### config.mk
export PLATFORM = sky130hd
export DESIGN_NAME = change_detect_debounce_ctrl
export DESIGN_NICKNAME = d
export VERILOG_FILES = /design/src/verilog/change_detect_pkg.sv /design/src/verilog/debounce_counter.sv /design/src/verilog/change_detect_debounce_ctrl.sv
export SDC_FILE = /design/constraint.sdc
export NUM_CORES = 1
export LEC_CHECK = 0
export ABC_AREA = 1
export BUFFER_PORTS_ARGS = -buffer_cell sky130_fd_sc_hd__clkbuf_2
export CORE_MARGIN = 10
export CORE_UTILIZATION = 45
export CTS_CLUSTER_DIAMETER = 60
export DETAILED_ROUTE_END_ITERATION = 8
export GPL_TIMING_DRIVEN = 1
export PLACE_DENSITY_LB_ADDON = 0.1
export SLEW_MARGIN = 20
export SYNTH_ARGS = -nofsm -noshare
export SYNTH_HDL_FRONTEND = slang
export SYNTH_HIERARCHICAL = 1
export SYNTH_SLANG_ARGS = --single-unit
### constraint.sdc
create_clock -name clk_sys -period 3 [get_ports clk_sys]
set_input_delay 0.3 -clock clk_sys [delete_from_list [all_inputs] [get_ports clk_sys]]
set_output_delay 0.3 -clock clk_sys [all_outputs]
set_load 0.05 [all_outputs]
### src/verilog/change_detect_pkg.sv
// shared constants and types for the data change detector debounce control
package change_detect_pkg;

  localparam int          DATA_W   = 12;
  localparam int          CNT_W    = 8;
  localparam int          ADDR_W   = 8;

  // register byte addresses
  localparam logic [7:0]  ADDR_CONFIG2     = 8'h30;
  localparam logic [7:0]  ADDR_OUTSIDE_LIM = 8'h31;
  localparam logic [7:0]  ADDR_INSIDE_LIM  = 8'h32;

  // control register field positions
  localparam int          BIT_ENABLE       = 7;
  localparam int          BIT_POLICY_HI    = 6;
  localparam int          BIT_POLICY_LO    = 5;
  localparam int          BIT_OUTSIDE_MODE = 4;
  localparam int          BIT_INSIDE_MODE  = 3;
  localparam int          BIT_COMBINE      = 2;
  localparam int          BIT_SOURCE       = 1;
  localparam int          BIT_REFRESH      = 0;

  // reset values
  localparam logic [7:0]  CONFIG2_RST      = 8'h00;
  localparam logic [7:0]  LIMIT_RST        = 8'h00;
  localparam logic [11:0] REF_ZERO         = 12'h000;

  // reference refresh policies
  localparam logic [1:0]  POLICY_FOLLOW_EVENT = 2'h0;
  localparam logic [1:0]  POLICY_HOLD         = 2'h1;
  localparam logic [1:0]  POLICY_SLOPE        = 2'h2;
  localparam logic [1:0]  POLICY_ABSOLUTE     = 2'h3;

  // operating modes, used to pick the counter time step
  typedef enum logic [1:0] {
    OP_LOW_POWER        = 2'h0,
    OP_HIGH_PERFORMANCE = 2'h1,
    OP_FLEXIBLE         = 2'h2
  } op_mode_t;

  typedef struct packed {
    logic [11:0] x;
    logic [11:0] y;
    logic [11:0] z;
  } triplet_t;

  typedef struct packed {
    logic        enable;
    logic [1:0]  policy;
    logic        outside_mode;
    logic        inside_mode;
    logic        combine;
    logic        source;
    logic        refresh;
  } config2_t;

endpackage

### src/verilog/debounce_counter.sv
// one debounce counter with its event flag
module debounce_counter #(
  parameter int CNT_W = 8
) (
  input  wire logic             clk_sys,
  input  wire logic             rst,
  input  wire logic             clear,
  input  wire logic             step,
  input  wire logic             cond,
  input  wire logic             clear_mode,
  input  wire logic [CNT_W-1:0] limit,
  output logic                  flag,
  output logic                  rise
);

  logic [CNT_W-1:0] cnt_r;
  logic             flag_r;

  always_ff @(posedge clk_sys) begin
    if (rst || clear) begin
      cnt_r  <= '0;
      flag_r <= 1'b0;
    end else if (step) begin
      if (cond) begin
        if (cnt_r < limit) begin
          cnt_r <= cnt_r + 1'b1;
        end
        if (cnt_r + 1'b1 >= limit || cnt_r >= limit) begin
          flag_r <= 1'b1;
        end
      end else if (clear_mode) begin
        cnt_r  <= '0;
        flag_r <= 1'b0;
      end else if (cnt_r != '0) begin
        cnt_r <= cnt_r - 1'b1;
      end else begin
        // limit decrements plus this one: limit+1 false periods
        flag_r <= 1'b0;
      end
    end
  end

  logic flag_d_r;

  always_ff @(posedge clk_sys) begin
    if (rst) begin
      flag_d_r <= 1'b0;
    end else begin
      flag_d_r <= flag_r;
    end
  end

  assign flag = flag_r;
  assign rise = flag_r & ~flag_d_r;

endmodule

### src/verilog/change_detect_debounce_ctrl.sv
// debounce, axis combine, input select and reference refresh for the change detector
// Function
// mode 0: inside counter decrements on false
// flag re-arms after limit+1 false periods
// mode 1: inside counter clears on false
// combine select: 0 AND, 1 OR
// source 1: magnitude on X only
// software enables magnitude calc with source 1
// refresh request loads references from data
// absolute policy keeps references at zero
// reference load waits up to one sample
// refresh bit self-clears after load
// refresh bit writable in any state
// counters step per sample or effective period
// outside limit sets outside event count
// inside limit sets inside event count
// state changes reset both counters
// outside counter mode mirrors inside counter
// hold policy keeps captured reference until refresh
// flag sets when count reaches limit
module change_detect_debounce_ctrl (
  input  wire logic                        clk_sys,
  input  wire logic                        rst,
  input  wire logic [7:0]                  reg_addr,
  input  wire logic                        reg_wr,
  input  wire logic [7:0]                  reg_wdata,
  input  wire logic                        reg_rd,
  output logic      [7:0]                  reg_rdata,
  input  wire change_detect_pkg::op_mode_t op_mode,
  input  wire logic                        op_active,
  input  wire logic                        wake_sleep_change,
  input  wire logic                        sample_tick,
  input  wire logic                        effective_tick,
  input  wire change_detect_pkg::triplet_t accel,
  input  wire logic [11:0]                 magnitude,
  input  wire logic [2:0]                  inside_axis_en,
  input  wire logic [2:0]                  outside_axis_en,
  input  wire logic [2:0]                  inside_axis_hit,
  input  wire logic [2:0]                  outside_axis_hit,
  output change_detect_pkg::triplet_t      compare_data,
  output logic      [2:0]                  compare_axis_used,
  output change_detect_pkg::triplet_t      reference,
  output logic                             inside_event,
  output logic                             outside_event,
  output logic                             inside_rise,
  output logic                             outside_rise
);

  change_detect_pkg::config2_t cfg_r;
  logic [7:0]                  outside_lim_r;
  logic [7:0]                  inside_lim_r;
  logic                        refresh_done;
  logic                        step;
  logic                        active_d_r;
  logic                        enable_d_r;
  logic                        first_pending_r;
  logic                        state_change;
  logic [2:0]                  used;
  logic [2:0]                  in_hit;
  logic [2:0]                  out_hit;
  logic                        inside_cond;
  logic                        outside_cond;
  logic                        cfg_wr;

  assign cfg_wr = reg_wr && (reg_addr == change_detect_pkg::ADDR_CONFIG2);

  // register writes; a new refresh request beats the self-clear
  always_ff @(posedge clk_sys) begin
    if (rst) begin
      cfg_r         <= change_detect_pkg::CONFIG2_RST;
      outside_lim_r <= change_detect_pkg::LIMIT_RST;
      inside_lim_r  <= change_detect_pkg::LIMIT_RST;
    end else begin
      if (cfg_wr) begin
        cfg_r <= reg_wdata;
        cfg_r.refresh <= reg_wdata[change_detect_pkg::BIT_REFRESH] |
                         (cfg_r.refresh & ~refresh_done);
      end else if (refresh_done) begin
        cfg_r.refresh <= 1'b0;
      end
      if (reg_wr && reg_addr == change_detect_pkg::ADDR_OUTSIDE_LIM) begin
        outside_lim_r <= reg_wdata;
      end
      if (reg_wr && reg_addr == change_detect_pkg::ADDR_INSIDE_LIM) begin
        inside_lim_r <= reg_wdata;
      end
    end
  end

  // read data registered, unmapped reads return zero
  always_ff @(posedge clk_sys) begin
    if (rst) begin
      reg_rdata <= 8'h00;
    end else if (reg_rd) begin
      case (reg_addr)
        change_detect_pkg::ADDR_CONFIG2:     reg_rdata <= cfg_r;
        change_detect_pkg::ADDR_OUTSIDE_LIM: reg_rdata <= outside_lim_r;
        change_detect_pkg::ADDR_INSIDE_LIM:  reg_rdata <= inside_lim_r;
        default:                             reg_rdata <= 8'h00;
      endcase
    end
  end

  // time step choice
  assign step = (op_mode == change_detect_pkg::OP_FLEXIBLE) ? effective_tick
                                                            : sample_tick;

  always_ff @(posedge clk_sys) begin
    if (rst) begin
      active_d_r <= 1'b0;
      enable_d_r <= 1'b0;
    end else begin
      active_d_r <= op_active;
      enable_d_r <= cfg_r.enable;
    end
  end

  assign state_change = (op_active ^ active_d_r) | wake_sleep_change;

  // input source select: magnitude mode drops Y and Z
  always_comb begin
    if (cfg_r.source) begin
      compare_data = '{x: magnitude, y: 12'h000, z: 12'h000};
      used         = 3'h4;
    end else begin
      compare_data = accel;
      used         = 3'h7;
    end
  end

  assign compare_axis_used = used;
  assign in_hit            = inside_axis_hit | ~(inside_axis_en & used);
  assign out_hit           = outside_axis_hit & outside_axis_en & used;

  // with no axis enabled neither condition can be true
  always_comb begin
    if ((inside_axis_en & used) == 3'h0) begin
      inside_cond = 1'b0;
    end else if (cfg_r.combine) begin
      inside_cond = |(inside_axis_hit & inside_axis_en & used);
    end else begin
      inside_cond = &in_hit;
    end
  end

  assign outside_cond = |out_hit;

  debounce_counter #(
    .CNT_W (change_detect_pkg::CNT_W)
  ) u_inside (
    .clk_sys    (clk_sys),
    .rst        (rst),
    .clear      (state_change || !cfg_r.enable),
    .step       (step),
    .cond       (inside_cond),
    .clear_mode (cfg_r.inside_mode),
    .limit      (inside_lim_r),
    .flag       (inside_event),
    .rise       (inside_rise)
  );

  debounce_counter #(
    .CNT_W (change_detect_pkg::CNT_W)
  ) u_outside (
    .clk_sys    (clk_sys),
    .rst        (rst),
    .clear      (state_change || !cfg_r.enable),
    .step       (step),
    .cond       (outside_cond),
    .clear_mode (cfg_r.outside_mode),
    .limit      (outside_lim_r),
    .flag       (outside_event),
    .rise       (outside_rise)
  );

  // first capture after enable waits for the next step (sample tick, or effective tick in flexible mode)
  always_ff @(posedge clk_sys) begin
    if (rst) begin
      first_pending_r <= 1'b0;
    end else if (cfg_r.enable && !enable_d_r) begin
      first_pending_r <= 1'b1;
    end else if (step || !cfg_r.enable) begin
      first_pending_r <= 1'b0;
    end
  end

  // refresh is aligned to the counter step (sample tick, or effective tick in flexible mode), so it lands within one period
  assign refresh_done = cfg_r.refresh && step;

  always_ff @(posedge clk_sys) begin
    if (rst) begin
      reference <= '{x: change_detect_pkg::REF_ZERO, y: change_detect_pkg::REF_ZERO,
                     z: change_detect_pkg::REF_ZERO};
    end else if (cfg_r.policy == change_detect_pkg::POLICY_ABSOLUTE) begin
      reference <= '{x: change_detect_pkg::REF_ZERO, y: change_detect_pkg::REF_ZERO,
                     z: change_detect_pkg::REF_ZERO};
    end else if (step && (cfg_r.refresh || first_pending_r)) begin
      reference <= compare_data;
    end else if (step && cfg_r.enable
                 && cfg_r.policy == change_detect_pkg::POLICY_SLOPE) begin
      reference <= compare_data;
    end else if (outside_rise
                 && cfg_r.policy == change_detect_pkg::POLICY_FOLLOW_EVENT) begin
      reference <= compare_data;
    end
  end

endmodule

Yosys cells after proc, flatten, opt, wreduce, memory -nomap -nowiden
Index checks and enable logic that the tools add are counted.
{"block": "classes", "n_addsub": 4, "n_lt_le_gt_ge": 6, "n_eq_ne": 12, "n_mux": 29, "bitwise": 16, "reduce_logical": 34}
{"operator": "2-to-1 mux 36 bit", "n": 4}
{"operator": "2-to-1 mux 8 bit", "n": 8}
{"operator": "greater-or-equal comparator 8 bit", "n": 4}
{"operator": "equality test 8 x 6 -> 1 bit, second input constant", "n": 3}
{"operator": "case mux 8 bit (3 select lines)", "n": 1}
{"operator": "adder 8 x 1 -> 8 bit, second input constant", "n": 2}
{"operator": "less-than comparator 8 bit", "n": 2}
{"operator": "nonzero test 8 bit", "n": 2}
{"operator": "subtractor 8 x 1 -> 8 bit, second input constant", "n": 2}
{"operator": "bitwise AND 3 bit", "n": 5}
{"operator": "2-to-1 mux 1 bit", "n": 15}
{"operator": "AND reduction 3 bit", "n": 5}
{"operator": "logical AND 1 bit", "n": 9}
{"operator": "nonzero test 3 bit", "n": 3}
{"operator": "inequality test 2 x 1 -> 1 bit, second input constant", "n": 4}
{"operator": "equality test 2 bit, second input constant", "n": 3}
{"operator": "logical OR 1 bit", "n": 6}
{"operator": "inequality test 3 bit, second input constant", "n": 2}
{"operator": "OR reduction 3 bit", "n": 2}
{"operator": "nonzero test 2 bit", "n": 2}
{"operator": "bitwise AND 1 bit", "n": 3}
{"operator": "logical NOT 3 bit", "n": 1}
{"operator": "NOT 1 bit", "n": 3}
{"operator": "NOT 3 bit", "n": 1}
{"operator": "other kinds (7)", "n": 9}
{"block": "word_totals", "register_bits": 91, "input_bits": 86, "out_inout_bits": 87, "word_cells": 123}

Longest topological paths before layout
Gate-level depths: netlist of run 1.
{"block": "depth", "word_depth": 9, "ltp_mapped": 16, "ltp_nobuf": 15}

By module
The synthesis of run 1 kept the hierarchy.
{"mod": "change_detect_debounce_ctrl", "n_inst": 1, "cells_per_inst": 519, "area_each_um2": 3492.1, "seq_area_each_um2": 1421.4}
{"mod": "debounce_counter (u_outside)", "n_inst": 1, "cells_per_inst": 209, "area_each_um2": 1255.0, "seq_area_each_um2": 200.2}
{"mod": "debounce_counter (u_inside)", "n_inst": 1, "cells_per_inst": 208, "area_each_um2": 1253.7, "seq_area_each_um2": 200.2}

Worst setup path before layout of run 1
No wires, ideal clock.
{"block": "synth_timing", "path_type": "register to register", "start": "register cfg_r[1] in the netlist's numbering", "end": "register u_inside.cnt_r[3]", "arrival_time_ns": 2.204, "t_required_ns": 2.887, "setup_slack_ns": 0.683, "stages_incl_launch_ff": 16, "n_path_buf": 5, "period_less_slack_ns": 2.317, "path_cell_list": "dfxtp_1 > buf_2 > inv_1 > buf_2 > buf_2 > nand2_1 > o221ai_1 > a21oi_1 > clkbuf_8 > nor2_2 > a21boi_4 > nand2_2 > buf_6 > nand2_1 > nand2_1 > nor2_1"}
{"block": "synth_via", "elab_chain_len": 9}
{"item": "from (decl)", "line_no": "change_detect_debounce_ctrl.sv:49", "text": "change_detect_pkg::config2_t cfg_r;"}
{"item": "from (signal assigned)", "line_no": "change_detect_debounce_ctrl.sv:70", "text": "cfg_r <= change_detect_pkg::CONFIG2_RST;"}
{"item": "from (signal assigned)", "line_no": "change_detect_debounce_ctrl.sv:75", "text": "cfg_r <= reg_wdata;"}
{"item": "2-to-1 mux 2 bit (*)", "line_no": "change_detect_debounce_ctrl.sv:122", "text": "if (cfg_r.source) begin"}
{"item": "via compare_axis_used[0]", "line_no": "change_detect_debounce_ctrl.sv:41", "text": "output logic [2:0] compare_axis_used,"}
{"item": "bitwise AND 3 bit", "line_no": "change_detect_debounce_ctrl.sv:132, change_detect_debounce_ctrl.sv:137"}
{"item": "NOT 3 bit", "line_no": "change_detect_debounce_ctrl.sv:132", "text": "assign in_hit = inside_axis_hit | ~(inside_axis_en & used);"}
{"item": "bitwise OR 3 bit", "line_no": "change_detect_debounce_ctrl.sv:132"}
{"item": "AND reduction 3 bit", "line_no": "change_detect_debounce_ctrl.sv:142", "text": "inside_cond = &in_hit;"}
{"item": "2-to-1 mux 1 bit", "line_no": "change_detect_debounce_ctrl.sv:139", "text": "end else if (cfg_r.combine) begin"}
{"item": "2-to-1 mux 1 bit (*)", "line_no": "change_detect_debounce_ctrl.sv:137", "text": "if ((inside_axis_en & used) == 3'h0) begin"}
{"item": "via inside_cond", "line_no": "change_detect_debounce_ctrl.sv:61", "text": "logic inside_cond;"}
{"item": "inequality test 2 x 1 -> 1 bit (no line) or nonzero test 3 bit (tied branches)"}
{"item": "AND reduction 3 bit (no line)"}
{"item": "to (signal assigned)", "line_no": "debounce_counter.sv:26", "text": "cnt_r <= cnt_r + 1'b1;"}
{"item": "to (signal assigned)", "line_no": "debounce_counter.sv:35", "text": "cnt_r <= cnt_r - 1'b1;"}
{"item": "to (decl)", "line_no": "debounce_counter.sv:16", "text": "logic [CNT_W-1:0] cnt_r;"}
The timed path passes the listed nets; every way through them passes the cells marked *.
A chain may end at the register's enable or synchronous reset.

==> tab_implementation.tex, run 1 <==
\begin{tabular}{lr}
\hline
Metric & Value \\
\hline
\multicolumn{2}{l}{\textbf{Min path}} \\
End point of the most critical hold path & active\_d\_r \\
Worst min-delay path class & primary input to register \\
Cell count of the worst hold path & 3 \\
Worst hold path startpoint & op\_active \\
\multicolumn{2}{l}{\textbf{Layout}} \\
Commonest non-fill, non-tap cell in the layout & sky130\_fd\_sc\_hd\_\_nand2\_1 \\
Filler cells & 1358 \\
Layout Nets & 1209 \\
Fraction of final layout cells sized beyond drive strength 1 & 21.0\% \\
Antenna diodes & 0 \\
Commonest non-fill, non-tap cells in the layout & 266 x sky130\_fd\_sc\_hd\_\_nand2\_1, 171 x sky130\_fd\_sc\_hd\_\_clkbuf\_2, 129 x sky130\_fd\_sc\_hd\_\_nor2\_1, 101 x sky130\_fd\_sc\_hd\_\_inv\_1, 91 x sky130\_fd\_sc\_hd\_\_dfxtp\_1 \\
Area added between synthesis and finish & 20.5\% \\
\multicolumn{2}{l}{\textbf{Setup path}} \\
Worst reg2reg endpoint & u\_inside/flag \\
Worst Path Buf+Inv & 4 \\
CP max FO & 17 \\
Worst path most repeated cell & sky130\_fd\_sc\_hd\_\_inv\_1 \\
Worst path slowest cell & sky130\_fd\_sc\_hd\_\_dfxtp\_1 \\
Maximum cell stage delay along the critical path & 310 ps \\
Top delay family on crit path & buffers and inverters \\
Worst setup path class & register to primary output \\
Worst path arrival time & 1880 ps \\
Reg-to-reg startpoint & u\_inside/cnt\_r[0] \\
Type of element launching the critical path & register \\
Critical-path cell list & inv\_1 -> buf\_4 -> or2\_2 -> o21ai\_0 -> inv\_1 -> clkbuf\_2 \\
Worst Reg-to-Reg Cells & 14 \\
Slack of the worst reg-to-reg path & 850 ps \\
Setup crit end kind & primary output \\
Worst endpoint required time & 2700 ps \\
\multicolumn{2}{l}{\textbf{Synthesis}} \\
Number of flops mapped to enable cells by yosys & 0 \\
Number of warnings issued by yosys & 6 \\
Gate count of the mapped netlist & 936 \\
Post-synthesis average cell area & 6.41 um\^{}2 \\
Distinct cell type count of the synthesized netlist & 38 \\
Most used DFF post-synth & sky130\_fd\_sc\_hd\_\_dfxtp\_1 \\
Yosys reg bits & 91 \\
Area of the mapped netlist & 0.00600 mm\^{}2 \\
Syn\_nets & 1060 \\
Share of flip-flops with an asynchronous set or reset after synthesis & 0\% \\
Share of the yosys chip area belonging to registers & 30.4\% \\
\multicolumn{2}{l}{\textbf{Die}} \\
I/O pin count & 173 \\
Area enclosed by the die boundary & 0.0184 mm\^{}2 \\
Die Span Y & 135 um \\
Effective utilization at floorplan & 45.7\% \\
Die X-Extent & 135 um \\
FP Rows & 42 \\
Total core area & 0.0131 mm\^{}2 \\
\multicolumn{2}{l}{\textbf{Route}} \\
Remaining routing DRC violations & 0 \\
Via count & 6183 \\
First-iteration detailed-routing DRC count & 355 \\
Count of antenna-violating nets left after detailed routing & 0 \\
Via density per instance & 4.88 \\
Wire length reported by the detailed router & 17500 um \\
Total iterations of the first detailed-routing run & 5 \\
Routed wire length per instance & 13.8 um \\
\multicolumn{2}{l}{\textbf{STA}} \\
Max-slew headroom & 43.8\% \\
Final-report setup violation count & 0 \\
Worst Max-Slew Pin Slew & 842 ps \\
Number of endpoints with negative hold slack in the final report & 0 \\
Post-route fraction of the period consumed by the critical path & 72.8\% \\
Peak Freq & 458 MHz \\
Count of pins over their slew limit & 0 \\
Setup Skew & 5.52 ps \\
Final critical-path required period & 2180 ps \\
Unrepaired setup endpoints after global routing & false \\
Final worst setup slack & 816 ps \\
Total negative setup slack & 0 ps \\
\multicolumn{2}{l}{\textbf{CTS}} \\
Buffer cell driving the clock tree root & sky130\_fd\_sc\_hd\_\_clkbuf\_16 \\
H-Tree Depth & 3 \\
Sinks on the clock net & 91 \\
Number of buffers added to fix hold violations after cts & 0 \\
TritonCTS clock tree & yes \\
Insertion delay of the later-clocked pin in the worst-skew pair & 350 ps \\
Worst-path clk slew & 70 ps \\
TritonCTS buffer count & 9 \\
Maximum clock insertion buffer count & 2 \\
Post-CTS Setup Inserts & 0 \\
Number of gates resized after cts & 0 \\
\multicolumn{2}{l}{\textbf{Place}} \\
Minimum setup slack after placement & 889 ps \\
Count of port buffers added during placement & 171 \\
Weighted congestion reported at the end of routability-driven placement & 0.867 \\
Placed wire-length estimate after detailed placement & 13500 um \\
\multicolumn{2}{l}{\textbf{Global routing}} \\
First-pass GRT wire length & 28200 um \\
Total global routing track utilization & 18.6\% \\
Number of antenna violations at the first check in global routing & 0 \\
Pin count of the biggest net entering global routing & 44 \\
Number of global-route vias before repair & 5658 \\
Global route overflow & 0 \\
\multicolumn{2}{l}{\textbf{Power}} \\
Peak VDD IR & 0.000354 V \\
Leak & 3.84 nW \\
Power per Cell Area & 382 mW/mm\^{}2 \\
\multicolumn{2}{l}{\textbf{Run}} \\
Maximum capacitance violations & 0 \\
\multicolumn{2}{l}{\textbf{Run status}} \\
Result of the run & complete, no violations \\
\hline
\end{tabular}
-- layout make-up --
| type | count | area, um^2 | share of cell area [%] |
|---|---|---|---|
| Tap cell | 176 | 220 | 3.05 |
| Clock buffer | 11 | 253 | 3.50 |
| Inverter | 103 | 387 | 5.35 |
| Sequential cell | 91 | 1820 | 25.2 |
| Multi-Input combinational cell | 698 | 3550 | 49.1 |
| Clock inverter | 5 | 57.6 | 0.796 |
| Timing Repair Buffer | 182 | 938 | 13.0 |
-- metrics by stage --
stage          instances  instance area, um^2  util, %  hold WS (ps)  power [mW]
2_1_floorplan        936                 6000        -           372        1.48
3_3_place_gp        1250                 6920     52.7           406        1.59
3_5_place_dp        1250                 6920     52.7           407        1.59
4_1_cts             1266                 7230     55.0           177        2.79
5_1_grt             1266                 7230     55.0           193        2.87
6_report            1266                 7230     55.0           180        2.76
-- power breakdown --
part           internal [mW]  switching [mW]  leakage [nW]  total (mW)
sequential              1.21         0.00105         0.733        1.21
combinational          0.105           0.248          2.95       0.354
clock                  0.695           0.503         0.156        1.20
total                   2.01           0.752          3.84        2.76
-- state kept, by name (all words and copies together) (netlist names), 8 cells and up --
name and cells:
cfg_r 8, inside_lim_r 8, outside_lim_r 8, reference 36, reg_rdata 8, u_inside/cnt_r 8
u_outside/cnt_r 8
-- worst min-delay path: cells and delay by family --
family | cells | cell delay [ps]
buf+inv | 2 | 110
simple gates | 1 | 70
-- layer usage --
| layer | wire [um] | global-route usage [%] | up-vias |
|---|---|---|---|
| met5 | 0 | 0 | - |
| met2 | 8460 | 31.1 | 160 |
| met4 | 287 | 4.19 | 0 |
| met1 | 7620 | 22.9 | 2718 |
| met3 | 1110 | 5.60 | 17 |
| li1 | - | - | 3288 |
-- synth_stat cells (6+ instances only) --
master,count,area [um^2]
sky130_fd_sc_hd__nand2_1,267,1000
sky130_fd_sc_hd__nor2_1,129,484
sky130_fd_sc_hd__inv_1,101,379
sky130_fd_sc_hd__dfxtp_1,91,1820
sky130_fd_sc_hd__a21oi_1,78,390
sky130_fd_sc_hd__nand3_1,68,340
sky130_fd_sc_hd__ha_1,38,475
sky130_fd_sc_hd__nand3b_1,31,233
sky130_fd_sc_hd__nand4_1,22,138
sky130_fd_sc_hd__clkbuf_1,18,67.6
sky130_fd_sc_hd__buf_2,16,80.1
sky130_fd_sc_hd__nor2_2,12,75.1
sky130_fd_sc_hd__o21ai_0,11,55.1
sky130_fd_sc_hd__xor2_1,6,52.6
-- cell families after synthesis --
family,share of synthesized area (%)
compound gates,10.1
fa+ha+maj,7.92
other cells,0.0625
xor+xnor,0.876
buf+inv,10.6
flops,30.4
simple gates,40.1
-- worst max-delay path by stage --
stage	startpoint	slack, ps	cells after the start	end
floorplan	cfg_r[1]	680	15	u_inside/cnt_r[3]
global placement	u_outside/cnt_r[2]	910	14	u_outside/flag
detailed placement	u_outside/cnt_r[2]	890	14	u_outside/flag
CTS	cfg_r[1]	830	6	compare_data[35]
global route	u_outside/cnt_r[2]	560	15	u_outside/flag
finish	cfg_r[1]	820	6	compare_data[35]
Note: power is estimated with default switching activity, not from simulation.
==> run 2, diff against run 1 <==
clock period = 2 ns   (was 3 ns; I/O delays follow)
==> run 2 against run 1 <==
Final cell count is 2.1% higher. Cell area grew 5.2%. Register-to-register slack got worse by 790 ps. Count of clock-buffer cells in the layout down 2. First-iteration DRC count fell by 5.9%. Wire length increased by 2.6%. Die area did not move. Critical endpoint is now u_inside/flag. Largest power group unchanged.
==> tab_implementation.tex, run 2 (synthesis results as in run 1) <==
\begin{tabular}{lr}
\hline
Metric & Value \\
\hline
\multicolumn{2}{l}{\textbf{Run status}} \\
Result of the run & complete, no violations \\
\multicolumn{2}{l}{\textbf{CTS}} \\
Worst-path clk slew & 70 ps \\
TritonCTS buffer count & 9 \\
Sinks on the clock net & 91 \\
H-Tree Depth & 3 \\
TritonCTS clock tree & yes \\
Maximum clock insertion buffer count & 2 \\
Insertion delay of the later-clocked pin in the worst-skew pair & 350 ps \\
Buffer cell driving the clock tree root & sky130\_fd\_sc\_hd\_\_clkbuf\_16 \\
\multicolumn{2}{l}{\textbf{Die}} \\
Die Span Y & 135 um \\
Effective utilization at floorplan & 45.7\% \\
FP Rows & 42 \\
I/O pin count & 173 \\
Die X-Extent & 135 um \\
Total core area & 0.0131 mm\^{}2 \\
Area enclosed by the die boundary & 0.0184 mm\^{}2 \\
\multicolumn{2}{l}{\textbf{Setup path}} \\
Worst setup path class & register to register \\
Slack of the worst reg-to-reg path & 60 ps \\
Worst reg2reg endpoint & u\_inside/flag \\
Worst Path Buf+Inv & 1 \\
Top delay family on crit path & simple AND/OR/NAND/NOR gates \\
Worst path arrival time & 2170 ps \\
CP max FO & 3 \\
Worst Reg-to-Reg Cells & 14 \\
Critical-path cell list & ha\_4 -> nand2\_4 -> nor2\_4 -> nand2\_2 -> xor2\_2 -> ha\_1 -> nand2\_1 -> inv\_1 -> nand2\_1 -> nand2\_1 -> nor2\_1 -> nand2\_1 -> o21bai\_1 -> a21oi\_1 \\
Reg-to-reg startpoint & u\_inside/cnt\_r[1] \\
Worst endpoint required time & 2230 ps \\
Worst path slowest cell & sky130\_fd\_sc\_hd\_\_dfxtp\_4 \\
Type of element launching the critical path & register \\
Worst path most repeated cell & sky130\_fd\_sc\_hd\_\_nand2\_1 \\
Maximum cell stage delay along the critical path & 380 ps \\
Setup crit end kind & register \\
\multicolumn{2}{l}{\textbf{STA}} \\
Post-route fraction of the period consumed by the critical path & 97.1\% \\
Final-report setup violation count & 0 \\
Total negative setup slack & 0 ps \\
Max-slew headroom & 58.6\% \\
Number of endpoints with negative hold slack in the final report & 0 \\
Unrepaired setup endpoints after global routing & true \\
Setup Skew & 9.39 ps \\
Worst Max-Slew Pin Slew & 620 ps \\
Peak Freq & 515 MHz \\
Worst slack on hold paths & 94.3 ps \\
Final critical-path required period & 1940 ps \\
Count of pins over their slew limit & 0 \\
\multicolumn{2}{l}{\textbf{Layout}} \\
Commonest non-fill, non-tap cells in the layout & 262 x sky130\_fd\_sc\_hd\_\_nand2\_1, 170 x sky130\_fd\_sc\_hd\_\_clkbuf\_2, 126 x sky130\_fd\_sc\_hd\_\_nor2\_1, 99 x sky130\_fd\_sc\_hd\_\_inv\_1, 86 x sky130\_fd\_sc\_hd\_\_dfxtp\_1 \\
Largest register FFs & 36 \\
Antenna diodes & 0 \\
Area added between synthesis and finish & 26.8\% \\
Largest register by flop count & reference \\
Commonest non-fill, non-tap cell in the layout & sky130\_fd\_sc\_hd\_\_nand2\_1 \\
Utilization after layout & 57.9\% \\
Finished Layout Cells & 1292 \\
Fraction of final layout cells sized beyond drive strength 1 & 24.7\% \\
Layout Nets & 1235 \\
\multicolumn{2}{l}{\textbf{Global routing}} \\
Number of global-route vias before repair & 5766 \\
First-pass GRT wire length & 28500 um \\
Pin count of the biggest net entering global routing & 61 \\
Total global routing track utilization & 18.9\% \\
Number of antenna violations at the first check in global routing & 0 \\
Global route overflow & 0 \\
\multicolumn{2}{l}{\textbf{Route}} \\
Routed wire length per instance & 13.9 um \\
First-iteration detailed-routing DRC count & 334 \\
Via count & 6284 \\
Total iterations of the first detailed-routing run & 4 \\
Remaining routing DRC violations & 0 \\
Via density per instance & 4.86 \\
Wire length reported by the detailed router & 17900 um \\
Count of antenna-violating nets left after detailed routing & 0 \\
\multicolumn{2}{l}{\textbf{Min path}} \\
End point of the most critical hold path & active\_d\_r \\
Worst hold path startpoint & op\_active \\
Cell count of the worst hold path & 3 \\
Worst min-delay path class & primary input to register \\
\multicolumn{2}{l}{\textbf{Place}} \\
Weighted congestion reported at the end of routability-driven placement & 0.837 \\
Placed wire-length estimate after detailed placement & 14000 um \\
Count of port buffers added during placement & 171 \\
Placed Cells & 1275 \\
\multicolumn{2}{l}{\textbf{Power}} \\
Power per Cell Area & 540 mW/mm\^{}2 \\
Leak & 4.01 nW \\
Peak VDD IR & 0.000351 V \\
\multicolumn{2}{l}{\textbf{Run}} \\
Maximum capacitance violations & 0 \\
\hline
\end{tabular}
run 2: where the power goes:
group          internal [mW]  switching (mW)
Combinational          0.172           0.383
Sequential              1.81         0.00158
Clock                  0.976           0.767
run 2: through the flow:
stage | worst slack (ps) | cell area (um^2) | power (mW)
after floorplan | 19.4 | 6030 | 2.22
after global placement | 44.0 | 7160 | 2.41
after detailed placement | 23.7 | 7160 | 2.41
after CTS | 4.43 | 7460 | 4.14
after global routing | -149 | 7610 | 4.28
final | 57.9 | 7610 | 4.11
run 2: layer usage:
layer	global-route usage (%)	up-vias	part of all wire [%]
met3	4.27	16	5.8
met2	30.7	149	48
met5	0	-	0
met4	6.34	0	1.5
met1	24.2	2777	45
li1	-	3342	-
run 2: worst max-delay path by stage:
stage / start / to / slack [ps] / cells past startpoint
after detailed placement: u_inside/cnt_r[1] / u_inside/flag / 20 / 14
final: u_inside/cnt_r[1] / u_inside/flag / 60 / 14
after floorplan: cfg_r[1] / u_inside/cnt_r[6] / 20 / 14
after CTS: u_inside/cnt_r[1] / u_inside/flag / 4 / 14
after global placement: u_inside/cnt_r[0] / u_inside/flag / 40 / 14
after global routing: u_inside/cnt_r[1] / u_inside/flag / -150 / 14
run 2: cell type report:
class | count | area, um^2
well taps | 176 | 220
multi-input cells | 698 | 3690
flip-flops and latches | 91 | 1840
clock buffers | 9 | 225
fillers | 1331 | 5530
clock inverters | 7 | 73.8
repair buffers | 208 | 1170
inverters | 103 | 387
run 2: tightest hold or removal path, cell delays in order:
cell and delay [ps]:
sky130_fd_sc_hd__clkbuf_2 70, sky130_fd_sc_hd__inv_1 60, sky130_fd_sc_hd__nor2_1 80
run 2: timing repair:
item / CTS / global route
pin swaps: 0 / 18
gates resized for setup: 0 / 37
hold endpoints to repair: 0 / 0
hold buffers: 0 / 0
setup buffers: 1 / 0
endpoints found under the setup margin: 1 / 10
